[src/dcm_pkg.sv]
// constants, field layouts and helpers shared by the channel config block
// assumes a 100 MHz system clock and one register port per device
package dcm_pkg;

  // ---------------------------------------------------------------
  // register offsets (bit 3 of the address selects channel b)
  // ---------------------------------------------------------------
  localparam logic [3:0] DCM_OFF_MODE_A  = 4'h0;
  localparam logic [3:0] DCM_OFF_CSEL_A  = 4'h1;
  localparam logic [3:0] DCM_OFF_CMD_A   = 4'h2;
  localparam logic [3:0] DCM_OFF_STATE_A = 4'h3;
  localparam logic [3:0] DCM_OFF_AUX     = 4'h4;
  localparam logic [3:0] DCM_OFF_MODE_B  = 4'h8;
  localparam logic [3:0] DCM_OFF_CSEL_B  = 4'h9;
  localparam logic [3:0] DCM_OFF_CMD_B   = 4'ha;
  localparam logic [3:0] DCM_OFF_STATE_B = 4'hb;
  localparam int         DCM_CHAN_BIT    = 3;

  // ---------------------------------------------------------------
  // field positions and reset values
  // ---------------------------------------------------------------
  localparam int         DCM_MR2_RTS_BIT  = 5;
  localparam int         DCM_MR2_CTS_BIT  = 4;
  localparam int         DCM_MR1_RXRTS    = 7;
  localparam int         DCM_AUX_SET_BIT  = 7;
  localparam logic [7:0] DCM_MODE_RESET   = 8'h00;
  localparam logic [7:0] DCM_CSEL_RESET   = 8'h00;
  localparam logic [3:0] DCM_CSEL_TIMER   = 4'hd;
  localparam logic [3:0] DCM_CSEL_PIN_16X = 4'he;
  localparam logic [3:0] DCM_CSEL_PIN_1X  = 4'hf;
  localparam logic [1:0] DCM_PAR_MULTIDROP = 2'h3;
  localparam logic [1:0] DCM_BITS_FIVE    = 2'h0;
  localparam logic [1:0] DCM_FIELD_ENABLE  = 2'h1;
  localparam logic [1:0] DCM_FIELD_DISABLE = 2'h2;

  // ---------------------------------------------------------------
  // baud rates in tenths of a bit per second, ascending
  // ---------------------------------------------------------------
  localparam int DCM_NUM_RATES = 18;
  localparam int unsigned DCM_RATE_X10 [DCM_NUM_RATES] = '{
    500, 750, 1100, 1345, 1500, 2000, 3000, 6000, 10500,
    12000, 18000, 20000, 24000, 48000, 72000, 96000, 192000, 384000};

  // miscellaneous command codes
  typedef enum logic [2:0] {
    DCM_MISC_NONE, DCM_MISC_PTR_RESET, DCM_MISC_RX_RESET, DCM_MISC_TX_RESET,
    DCM_MISC_ERR_RESET, DCM_MISC_BCHG_RESET, DCM_MISC_BREAK_START, DCM_MISC_BREAK_STOP
  } dcm_misc_t;

  // clock-select code and baud set to rate index
  function automatic logic [4:0] dcm_rate_index(input logic [3:0] code, input logic set2);
    case (code)
      4'h0:    return set2 ? 5'd1 : 5'd0;
      4'h1:    return 5'd2;
      4'h2:    return 5'd3;
      4'h3:    return set2 ? 5'd4 : 5'd5;
      4'h4:    return 5'd6;
      4'h5:    return 5'd7;
      4'h6:    return 5'd9;
      4'h7:    return set2 ? 5'd11 : 5'd8;
      4'h8:    return 5'd12;
      4'h9:    return 5'd13;
      4'ha:    return set2 ? 5'd10 : 5'd14;
      4'hb:    return 5'd15;
      4'hc:    return set2 ? 5'd16 : 5'd17;
      default: return 5'd0;
    endcase
  endfunction

  // stop length in sixteenths of a bit
  function automatic logic [5:0] dcm_stop_16ths(input logic [3:0] code, input logic five_bit,
                                                input logic ext_1x);
    if (ext_1x)
      return code[3] ? 6'd32 : 6'd16;
    else if (code[3])
      return 6'd25 + {3'h0, code[2:0]};
    else if (five_bit)
      return 6'd17 + {3'h0, code[2:0]};
    else
      return 6'd9 + {3'h0, code[2:0]};
  endfunction

endpackage

[src/dcm_baud_gen.sv]
// shared baud-rate generator: one 16x tick per rate from the system clock
// assumes CLK_HZ is far above sixteen times the fastest rate
`timescale 1ns/1ps
`default_nettype none
module dcm_baud_gen
  import dcm_pkg::*;
#(
  parameter int CLK_HZ = 100_000_000,
  parameter int CW     = 20
)(
  // clock and reset
  input  wire logic                     clk,
  input  wire logic                     rst,
  // one-cycle 16x ticks, one per rate
  output logic     [DCM_NUM_RATES-1:0] tick
);

  typedef struct packed {
    logic [DCM_NUM_RATES-1:0][CW-1:0] cnt;
    logic [DCM_NUM_RATES-1:0]         tick;
  } dcm_bg_state_t;

  dcm_bg_state_t s;
  dcm_bg_state_t next_s;

  // divide ratio minus one, rounded to nearest
  function automatic logic [CW-1:0] dcm_div_last(input int i);
    longint d;
    d = (longint'(CLK_HZ) * 10 + 8 * longint'(DCM_RATE_X10[i])) / (16 * longint'(DCM_RATE_X10[i]));
    if (d < 1)
      d = 1;
    return CW'(d - 1);
  endfunction

  // free-running dividers
  always_comb
  begin
    next_s = s;
    for (int i = 0; i < DCM_NUM_RATES; i++)
    begin
      next_s.tick[i] = 1'b0;
      if (s.cnt[i] >= dcm_div_last(i))
      begin
        next_s.cnt[i]  = '0;
        next_s.tick[i] = 1'b1;
      end
      else
        next_s.cnt[i] = s.cnt[i] + 1'b1;
    end
  end

  always_ff @(posedge clk or posedge rst)
  begin
    if (rst)
      s <= '0;
    else
      s <= next_s;
  end

  assign tick = s.tick;

endmodule
`default_nettype wire

[src/dcm_clk_sel.sv]
// one receiver or transmitter clock selector
// assumes pin and timer inputs are synchronous to clk
`timescale 1ns/1ps
`default_nettype none
module dcm_clk_sel
  import dcm_pkg::*;
(
  // clock and reset
  input  wire logic                     clk,
  input  wire logic                     rst,
  // selection
  input  wire logic [3:0]               code,
  input  wire logic                     set2,
  // sources
  input  wire logic [DCM_NUM_RATES-1:0] rate_tick,
  input  wire logic                     timer_out,
  input  wire logic                     pin,
  // selected clock
  output logic                          tick,
  output logic                          one_x
);

  typedef struct packed {
    logic pin_q;
    logic timer_q;
    logic tick;
    logic one_x;
  } dcm_cs_state_t;

  dcm_cs_state_t s;
  dcm_cs_state_t next_s;

  // source mux: pin edge, timer edge or generator tick
  always_comb
  begin
    next_s         = s;
    next_s.pin_q   = pin;
    next_s.timer_q = timer_out;
    next_s.one_x   = (code == DCM_CSEL_PIN_1X);
    case (code)
      DCM_CSEL_PIN_1X, DCM_CSEL_PIN_16X: next_s.tick = pin & ~s.pin_q;
      DCM_CSEL_TIMER:                    next_s.tick = timer_out & ~s.timer_q;
      default:                           next_s.tick = rate_tick[dcm_rate_index(code, set2)];
    endcase
  end

  always_ff @(posedge clk or posedge rst)
  begin
    if (rst)
      s <= '0;
    else
      s <= next_s;
  end

  assign tick  = s.tick;
  assign one_x = s.one_x;

endmodule
`default_nettype wire

[src/dcm_top.sv]
// mode-two, clock-select and command logic for both serial channels
// assumes a register port with read data one cycle after the read strobe
//
// Summary of operation
// - mode-two bits 7:6 pick normal/echo/loopbacks
// - bit 5 enables tx rts, bit 4 cts
// - stop field sets stop length in sixteenths
// - external 1x tx clock: one or two stops
// - multidrop puts address flag in parity slot
// - clock code picks rate from baud set
// - rx clock 16x except code 1111 pin
// - tx clock 16x except code 1111 pin
// - command 001 returns mode pointer; 000 idle
// - commands 010/011 reset receiver/transmitter
// - command 100 clears error status
// - command 101 clears break-change interrupt
// - tx field: 00 hold, 01 enable, 10 disable
// - rx field: 00 hold, 01 enable, 10 disable
// - mode access at first register advances pointer
// - error reset clears break/framing/parity status
// - output pins one/zero carry b/a rts
//
// The implementer's own choices: the plain strobed port and the placing of the registers.
`timescale 1ns/1ps
`default_nettype none
module dcm_top
  import dcm_pkg::*;
#(
  parameter int CLK_HZ = 100_000_000
)(
  // clock and reset
  input  wire logic       CLK_SYS,
  input  wire logic       RST,
  // register port
  input  wire logic [3:0] ADDR,
  input  wire logic [7:0] WDATA,
  input  wire logic       WR,
  input  wire logic       RD,
  output logic      [7:0] RDATA,
  // external clock pins and timer output
  input  wire logic       INPUT_PIN_TWO,
  input  wire logic       INPUT_PIN_THREE,
  input  wire logic       INPUT_PIN_FOUR,
  input  wire logic       INPUT_PIN_FIVE,
  input  wire logic       TIMER_OUT,
  // per-channel state, bit 0 channel a, bit 1 channel b
  output logic      [1:0] RX_ENABLE,
  output logic      [1:0] TX_ENABLE,
  output logic      [1:0] TX_BREAK,
  // per-channel one-cycle command strobes
  output logic      [1:0] RX_RESET,
  output logic      [1:0] TX_RESET,
  output logic      [1:0] ERR_CLEAR,
  output logic      [1:0] BREAK_CHG_CLEAR,
  // per-channel mode outputs
  output logic      [3:0] CHAN_MODE,
  output logic      [1:0] TX_RTS_EN,
  output logic      [1:0] TX_CTS_EN,
  output logic     [11:0] STOP_16THS,
  output logic      [1:0] MULTIDROP,
  // per-channel selected clocks
  output logic      [1:0] RX_TICK,
  output logic      [1:0] TX_TICK,
  output logic      [1:0] RX_1X,
  output logic      [1:0] TX_1X,
  // output pins given over to rts
  output logic            OUTPUT_PIN_ZERO_RTS,
  output logic            OUTPUT_PIN_ONE_RTS
);

  // ---------------------------------------------------------------
  // state
  // ---------------------------------------------------------------
  typedef struct packed {
    logic [1:0][7:0] mr1;
    logic [1:0][7:0] mr2;
    logic [1:0][7:0] csel;
    logic [1:0]      ptr;
    logic            set2;
    logic [1:0]      rx_en;
    logic [1:0]      tx_en;
    logic [1:0]      brk;
    logic [1:0]      rx_rst;
    logic [1:0]      tx_rst;
    logic [1:0]      err_clr;
    logic [1:0]      bchg_clr;
    logic [1:0][5:0] stop;
    logic [1:0]      mdrop;
    logic [1:0]      rts_pin;
    logic [7:0]      rdata;
  } dcm_state_t;

  dcm_state_t s;
  dcm_state_t next_s;

  logic [DCM_NUM_RATES-1:0] rate_tick;
  logic                     ch;
  logic [3:0]               reg_sel;
  dcm_misc_t                misc;

  assign ch      = ADDR[DCM_CHAN_BIT];
  assign reg_sel = {1'b0, ADDR[2:0]};
  assign misc    = dcm_misc_t'(WDATA[6:4]);

  // ---------------------------------------------------------------
  // register access and command execution
  // ---------------------------------------------------------------
  always_comb
  begin
    next_s          = s;
    next_s.rdata    = 8'h00;
    next_s.rx_rst   = 2'h0;
    next_s.tx_rst   = 2'h0;
    next_s.err_clr  = 2'h0;
    next_s.bchg_clr = 2'h0;
    // mode register behind the access pointer
    if ((WR || RD) && reg_sel == DCM_OFF_MODE_A)
    begin
      if (WR && s.ptr[ch])
        next_s.mr2[ch] = WDATA;
      else if (WR)
        next_s.mr1[ch] = WDATA;
      if (RD)
        next_s.rdata = s.ptr[ch] ? s.mr2[ch] : s.mr1[ch];
      next_s.ptr[ch] = 1'b1;
    end
    // clock select, write only
    if (WR && reg_sel == DCM_OFF_CSEL_A)
      next_s.csel[ch] = WDATA;
    // baud set lives only at the channel a address
    if (ADDR == DCM_OFF_AUX)
    begin
      if (WR)
        next_s.set2 = WDATA[DCM_AUX_SET_BIT];
      if (RD)
        next_s.rdata = {s.set2, 7'h00};
    end
    // channel state readback
    if (RD && reg_sel == DCM_OFF_STATE_A)
      next_s.rdata = {4'h0, s.ptr[ch], s.brk[ch], s.tx_en[ch], s.rx_en[ch]};
    // command register
    if (WR && reg_sel == DCM_OFF_CMD_A)
    begin
      case (misc)
        DCM_MISC_NONE:        next_s.brk[ch] = s.brk[ch];
        DCM_MISC_PTR_RESET:   next_s.ptr[ch] = 1'b0;
        DCM_MISC_RX_RESET:    next_s.rx_rst[ch] = 1'b1;
        DCM_MISC_TX_RESET:    next_s.tx_rst[ch] = 1'b1;
        DCM_MISC_ERR_RESET:   next_s.err_clr[ch] = 1'b1;
        DCM_MISC_BCHG_RESET:  next_s.bchg_clr[ch] = 1'b1;
        DCM_MISC_BREAK_START: next_s.brk[ch] = 1'b1;
        DCM_MISC_BREAK_STOP:  next_s.brk[ch] = 1'b0;
        default:              next_s.brk[ch] = s.brk[ch];
      endcase
      // transmitter field; 11 is ignored
      if (WDATA[3:2] == DCM_FIELD_ENABLE)
        next_s.tx_en[ch] = 1'b1;
      else if (WDATA[3:2] == DCM_FIELD_DISABLE)
        next_s.tx_en[ch] = 1'b0;
      // receiver field; 11 is ignored
      if (WDATA[1:0] == DCM_FIELD_ENABLE)
        next_s.rx_en[ch] = 1'b1;
      else if (WDATA[1:0] == DCM_FIELD_DISABLE)
        next_s.rx_en[ch] = 1'b0;
      // a reset in the same write wins over an enable
      if (misc == DCM_MISC_RX_RESET)
        next_s.rx_en[ch] = 1'b0;
      if (misc == DCM_MISC_TX_RESET)
      begin
        next_s.tx_en[ch] = 1'b0;
        next_s.brk[ch]   = 1'b0;
      end
    end
    // derived per-channel mode outputs
    for (int c = 0; c < 2; c++)
    begin
      next_s.stop[c]  = dcm_stop_16ths(s.mr2[c][3:0], s.mr1[c][1:0] == DCM_BITS_FIVE,
                                       s.csel[c][3:0] == DCM_CSEL_PIN_1X);
      next_s.mdrop[c] = (s.mr1[c][4:3] == DCM_PAR_MULTIDROP);
      next_s.rts_pin[c] = s.mr2[c][DCM_MR2_RTS_BIT] | s.mr1[c][DCM_MR1_RXRTS];
    end
  end

  // state register
  always_ff @(posedge CLK_SYS or posedge RST)
  begin
    if (RST)
    begin
      s      <= '0;
      s.mr1  <= {DCM_MODE_RESET, DCM_MODE_RESET};
      s.mr2  <= {DCM_MODE_RESET, DCM_MODE_RESET};
      s.csel <= {DCM_CSEL_RESET, DCM_CSEL_RESET};
    end
    else
      s <= next_s;
  end

  // ---------------------------------------------------------------
  // clock generation and selection
  // ---------------------------------------------------------------
  dcm_baud_gen #(
    .CLK_HZ (CLK_HZ)
  ) u_baud (
    .clk  (CLK_SYS),
    .rst  (RST),
    .tick (rate_tick)
  );

  // rx pins: a on pin four, b on pin two; tx pins: a on three, b on five
  logic [1:0] rx_pin;
  logic [1:0] tx_pin;
  assign rx_pin = {INPUT_PIN_TWO, INPUT_PIN_FOUR};
  assign tx_pin = {INPUT_PIN_FIVE, INPUT_PIN_THREE};

  for (genvar g = 0; g < 2; g++)
  begin : g_chan
    dcm_clk_sel u_rx_sel (
      .clk       (CLK_SYS),
      .rst       (RST),
      .code      (s.csel[g][7:4]),
      .set2      (s.set2),
      .rate_tick (rate_tick),
      .timer_out (TIMER_OUT),
      .pin       (rx_pin[g]),
      .tick      (RX_TICK[g]),
      .one_x     (RX_1X[g])
    );
    dcm_clk_sel u_tx_sel (
      .clk       (CLK_SYS),
      .rst       (RST),
      .code      (s.csel[g][3:0]),
      .set2      (s.set2),
      .rate_tick (rate_tick),
      .timer_out (TIMER_OUT),
      .pin       (tx_pin[g]),
      .tick      (TX_TICK[g]),
      .one_x     (TX_1X[g])
    );
  end

  // ---------------------------------------------------------------
  // outputs straight from state
  // ---------------------------------------------------------------
  assign RDATA           = s.rdata;
  assign RX_ENABLE       = s.rx_en;
  assign TX_ENABLE       = s.tx_en;
  assign TX_BREAK        = s.brk;
  assign RX_RESET        = s.rx_rst;
  assign TX_RESET        = s.tx_rst;
  assign ERR_CLEAR       = s.err_clr;
  assign BREAK_CHG_CLEAR = s.bchg_clr;
  assign CHAN_MODE       = {s.mr2[1][7:6], s.mr2[0][7:6]};
  assign TX_RTS_EN       = {s.mr2[1][DCM_MR2_RTS_BIT], s.mr2[0][DCM_MR2_RTS_BIT]};
  assign TX_CTS_EN       = {s.mr2[1][DCM_MR2_CTS_BIT], s.mr2[0][DCM_MR2_CTS_BIT]};
  assign STOP_16THS      = {s.stop[1], s.stop[0]};
  assign MULTIDROP       = s.mdrop;
  assign OUTPUT_PIN_ZERO_RTS = s.rts_pin[0];
  assign OUTPUT_PIN_ONE_RTS  = s.rts_pin[1];

  // ---------------------------------------------------------------
  // checks
  // ---------------------------------------------------------------
  logic cmd_a;
  logic cmd_b;
  assign cmd_a = WR && ADDR == DCM_OFF_CMD_A;
  assign cmd_b = WR && ADDR == DCM_OFF_CMD_B;

  ptr_advance_a: assert property (@(posedge CLK_SYS) disable iff (RST)
    (WR || RD) && ADDR == DCM_OFF_MODE_A |=> s.ptr[0] ##1 (s.ptr[0] || $past(cmd_a && WDATA[6:4] == 3'h1)))
    else $error("mode pointer did not advance");

  ptr_reset_a: assert property (@(posedge CLK_SYS) disable iff (RST)
    cmd_a && WDATA[6:4] == 3'h1 |=> !s.ptr[0])
    else $error("pointer reset command ignored");

  rx_reset_a: assert property (@(posedge CLK_SYS) disable iff (RST)
    cmd_a && WDATA[6:4] == 3'h2 |=> RX_RESET[0] && !RX_ENABLE[0] ##1 !RX_RESET[0] || $past(cmd_a))
    else $error("receiver reset strobe wrong");

  err_clear_a: assert property (@(posedge CLK_SYS) disable iff (RST)
    cmd_a && WDATA[6:4] == 3'h4 |=> ERR_CLEAR[0] && !BREAK_CHG_CLEAR[0])
    else $error("error clear strobe wrong");

  break_hold_a: assert property (@(posedge CLK_SYS) disable iff (RST)
    cmd_a && WDATA[6:4] == 3'h6 |=> TX_BREAK[0] ##1 (TX_BREAK[0] || $past(cmd_a)))
    else $error("break not held");

  tx_enable_a: assert property (@(posedge CLK_SYS) disable iff (RST)
    cmd_a && WDATA[3:2] == 2'h1 && WDATA[6:4] != 3'h3 |=> TX_ENABLE[0])
    else $error("transmitter not enabled");

  rx_disable_a: assert property (@(posedge CLK_SYS) disable iff (RST)
    cmd_a && WDATA[1:0] == 2'h2 |=> !RX_ENABLE[0])
    else $error("receiver not disabled");

  chan_mode_a: assert property (@(posedge CLK_SYS) disable iff (RST)
    WR && ADDR == DCM_OFF_MODE_A && s.ptr[0] |=> CHAN_MODE[1:0] == $past(WDATA[7:6]))
    else $error("channel mode not stored");

  stop_ext_a: assert property (@(posedge CLK_SYS) disable iff (RST)
    $stable(s.csel[0]) && $stable(s.mr2[0]) && s.csel[0][3:0] == 4'hf
      |=> STOP_16THS[5:0] == ($past(s.mr2[0][3]) ? 6'd32 : 6'd16))
    else $error("external clock stop length wrong");

  strobe_once_a: assert property (@(posedge CLK_SYS) disable iff (RST)
    TX_RESET[0] |-> $past(cmd_a && WDATA[6:4] == 3'h3))
    else $error("command strobe longer than one cycle");

  tx_disable_a: assert property (@(posedge CLK_SYS) disable iff (RST)
    cmd_a && WDATA[3:2] == 2'h2 |=> !TX_ENABLE[0])
    else $error("transmitter not disabled");

  rx_enable_a: assert property (@(posedge CLK_SYS) disable iff (RST)
    cmd_a && WDATA[1:0] == 2'h1 && WDATA[6:4] != 3'h2 |=> RX_ENABLE[0])
    else $error("receiver not enabled");

  break_stop_b_a: assert property (@(posedge CLK_SYS) disable iff (RST)
    cmd_b && WDATA[6:4] == 3'h7 |=> !TX_BREAK[1])
    else $error("break not ended");

  bchg_clear_a: assert property (@(posedge CLK_SYS) disable iff (RST)
    cmd_a && WDATA[6:4] == 3'h5 |=> BREAK_CHG_CLEAR[0] && !ERR_CLEAR[0])
    else $error("break-change clear strobe wrong");

  rx_reset_b_a: assert property (@(posedge CLK_SYS) disable iff (RST)
    cmd_b && WDATA[6:4] == 3'h2 |=> RX_RESET[1] && !RX_ENABLE[1])
    else $error("channel b receiver reset wrong");

  multidrop_flag_a: assert property (@(posedge CLK_SYS) disable iff (RST)
    WR && ADDR == DCM_OFF_MODE_A && !s.ptr[0] |-> ##2 MULTIDROP[0] == ($past(WDATA[4:3], 2) == 2'h3))
    else $error("multidrop flag wrong");

  rts_pin_a: assert property (@(posedge CLK_SYS) disable iff (RST)
    OUTPUT_PIN_ZERO_RTS == $past(s.mr2[0][DCM_MR2_RTS_BIT] | s.mr1[0][DCM_MR1_RXRTS]))
    else $error("rts pin zero wrong");

  rx_clk_16x_a: assert property (@(posedge CLK_SYS) disable iff (RST)
    s.csel[0][7:4] != DCM_CSEL_PIN_1X |=> !RX_1X[0])
    else $error("receiver clock not 16x");

  tx_clk_1x_a: assert property (@(posedge CLK_SYS) disable iff (RST)
    s.csel[0][3:0] == DCM_CSEL_PIN_1X |=> TX_1X[0])
    else $error("transmitter 1x clock not flagged");

endmodule
`default_nettype wire

[config.mk]
export PLATFORM = sky130hd
export DESIGN_NAME = dcm_top
export DESIGN_NICKNAME = d
export VERILOG_FILES = /design/src/dcm_pkg.sv /design/src/dcm_baud_gen.sv /design/src/dcm_clk_sel.sv /design/src/dcm_top.sv
export SDC_FILE = /design/constraint.sdc
export NUM_CORES = 1
export LEC_CHECK = 0
export ABC_AREA = 1
export BUFFER_PORTS_ARGS = -buffer_cell sky130_fd_sc_hd__buf_4
export CAP_MARGIN = 20
export CORE_MARGIN = 10
export CORE_UTILIZATION = 65
export CTS_CLUSTER_DIAMETER = 120
export DETAILED_ROUTE_END_ITERATION = 8
export GPL_TIMING_DRIVEN = 1
export PLACE_DENSITY = 0.83
export SLEW_MARGIN = 20
export SYNTH_ARGS = -nofsm -noshare
export SYNTH_HDL_FRONTEND = slang
export SYNTH_HIERARCHICAL = 1
export SYNTH_SLANG_ARGS = --single-unit
[constraint.sdc]
create_clock -name CLK_SYS -period 24.5 [get_ports CLK_SYS]
set_input_delay 7.35 -clock CLK_SYS [delete_from_list [all_inputs] [get_ports CLK_SYS]]
set_output_delay 7.35 -clock CLK_SYS [all_outputs]
set_load 0.02 [all_outputs]
==> summary.txt <==
Placed design
  • Placed insts: 3,391
  • Pre-CTS WS: 15,100 ps
  • RePlAce Congestion: 0.882
  • DP HPWL: 31,600 um
  • PortBufs: 74

Setup path
  • Critical path's largest stage delay: 480 ps
  • Crit path launch type: flop
  • Crit-path max FO: 4
  • Slowest-stage cell, CP: dfrtp_1
  • Delay-heaviest family, CP: flip-flops
  • Critical path type: flop to output port
  • Required @ worst endpoint: 17,150 ps
  • WP data arrival: 1250 ps
  • CP cell instances: buf_4
  • CP endpoint kind: output port
  • Bufs and invs on worst path: 1

Timing
  • # setup viols final: 0
  • Period minus WS final: 8600 ps
  • Final Hold Fails: 0
  • RSZ-0062 raised after global routing: false
  • Final setup margin: 15,900 ps
  • Slew @ Worst Pin: 912 ps
  • Final clock skew: 18.6 ps
  • Final max-slew violation count: 0
  • Worst rel slew slack: 39.2%
  • Hold slack: 459 ps
  • Max Freq: 116 MHz
  • Tcrit/Tclk final: 35.1%
  • Sum Neg Setup Slack: 0 ps

Cells and area
  • Most frequent cells in the layout: 664 x nand2_1, 494 x nor2_1, 483 x dfrtp_1
  • Share of layout cells above drive strength 1: 9.03%
  • Commonest non-fill, non-tap cell in the layout: nand2_1
  • Area grow syn2layout: 10.5%
  • Filler instances: 2,669
  • Nets: 3,037
  • Non-Filler Instances: 3,475

Floorplan
  • Die Area: 44,000 um2
  • Die width: 210 um
  • Row count: 69
  • Die Y: 210 um
  • IO Pins: 75
  • CORE AREA: 35,600 um2
  • Starting Density: 65.8%

Flow run
  • Max_cap viols: 0

Clock network
  • Worst-case clock buffer depth: 3
  • CTS tree: done
  • Clock Tree Root: clkbuf_16
  • Post-cts resize count: 0
  • Clk slew on worst S/H paths: 60 ps
  • Post-CTS setup buffer count: 0
  • TritonCTS buffer count: 47
  • Clk sink count: 483
  • Worst skew pair latency: 580 ps
  • Hold_buf cts: 0
  • Htree depth: 2

Pwr
  • Power Dens Cells: 70.1 nW/um2
  • Power, Total: 1.81 mW
  • Max IR drop VDD: 0.0741 mV
  • Leakage Power: 12.4 nW

Yosys
  • Post-Syn Area: 23,400 um2
  • Ys flop type: dfrtp_1
  • Mean Syn Cell Area: 8.28 um2
  • Post-synth EDFFs: 0
  • Number of synthesis warnings: 6
  • Post-Synthesis Cells: 2,824
  • Share of flip-flops with an asynchronous set or reset: 100%
  • Synth Register Bits: 483
  • Sequential-to-total area share from yosys stat: 51.7%
  • Number of library cell types mapped by synthesis: 43

Route
  • Vias: 17,900
  • Initial DRC count: 1,348
  • ANT nets after route: 0
  • Via density: 5.16
  • DRC viols: 0
  • Routed WL: 45,700 um
  • Drt wl/cell: 13.1 um
  • Drt pass-1 iters: 5

Global routing
  • Pin count of the biggest net entering global routing: 137
  • First-pass GRT wire length: 78,600 um
  • Initial antenna violation count: 1
  • GR Util All Layers: 20.9%
  • Grt total ovfl: 0
  • Vias in the first global route: 17,700

Min path
  • Worst hold path class: flop to flop

Status
  • Status: completed
[path summary, 6_finish.rpt]
| kind | start | end | slack [ps] | depth (start not counted) |
|---|---|---|---|---|
| setup / recovery | flop | RX_ENABLE[1] | 15900 | 1 |
| hold / removal | u_baud/s[258]$_DFF_PP0_ | u_baud/s[258]$_DFF_PP0_ | 460 | 1 |
| setup reg to reg | s[38]$_DFFE_PP0P_ | g_chan[1].u_tx_sel/tick$_DFF_PP0_ | 22550 | 13 |
| hold reg to reg | u_baud/s[258]$_DFF_PP0_ | u_baud/s[258]$_DFF_PP0_ | 460 | 1 |
| max in group asynchronous | RST | u_baud/s[218]$_DFF_PP0_ | 16010 | 3 |
| min in group asynchronous | RST | g_chan[0].u_tx_sel/one_x$_DFF_PP0_ | 6720 | 2 |
[through the flow]
step	utilization, %	cell area (um2)
final	72.7	25900
after global routing	72.7	25900
after CTS	72.7	25800
after detailed placement	68.3	24300
after global placement	68.3	24300
after floorplan	-	23900
[registers in the layout, summed over array words and instances (netlist names), 4 cells and up, named ones only]
| signal | cells |
|---|---|
| CHAN_MODE | 4 |
| RDATA | 8 |
| u_baud/tick | 18 |
| g_chan.u_tx_sel/s | 4 |
| u_baud/s | 360 |
| s | 43 |
| STOP_16THS | 12 |
| g_chan.u_rx_sel/s | 4 |
[synthesized netlist by cell type, types with 16 or more instances]
master	n	area, um2
dfrtp_1	483	12100
o21ai_0	50	250
nand4_1	36	225
ha_1	37	463
inv_1	325	1220
nor3_1	69	345
nor2_2	27	169
nand2_2	17	106
buf_2	16	80.1
o21ai_2	16	140
buf_4	71	533
o21ai_1	20	100
nand2_1	664	2490
nand3_1	227	1140
xor2_1	96	841
a21oi_1	32	160
nor2_1	494	1850
xnor2_1	30	263
inv_2	25	93.8
[cells by family after synthesis]
kind of cell,after synthesis,synth area share (%)
and+or+nand+nor,1591,29.4
other,1,0.0160
AOI/OAI and AO/OA,135,3.36
adders and majority gates,37,1.98
xor gates and xnor gates,126,4.72
buffers and inverters,449,8.72
muxes,2,0.0856
DFF,483,51.7
[cell type report]
class	count	area, um2	share of cell area (%)
Sequential cell	483	12100	46.7
Multi-Input combinational cell	2015	9720	37.6
Clock buffer	71	1410	5.44
Inverter	354	1340	5.17
Timing Repair Buffer	78	589	2.28
Tap cell	461	577	2.23
Clock inverter	12	131	0.508
Antenna cell	1	2.50	0.00968
[power by group]
| part | total [mW] | switching (mW) | internal (mW) | leakage [nW] |
|---|---|---|---|---|
| Sequential | 0.863 | 0.0319 | 0.831 | 6.25 |
| Combinational | 0.233 | 0.155 | 0.0783 | 5.35 |
| Clock | 0.716 | 0.299 | 0.417 | 0.759 |
[metal layers]
layer | global-route usage (%) | up-vias | part of all wire, %
met4 | 9.20 | 0 | 3.4
met2 | 35.8 | 463 | 49
met1 | 25.5 | 8438 | 42
li1 | - | 8907 | -
met3 | 3.40 | 122 | 5.7
met5 | 0 | - | 0
Note: power is estimated with default switching activity, not from simulation.
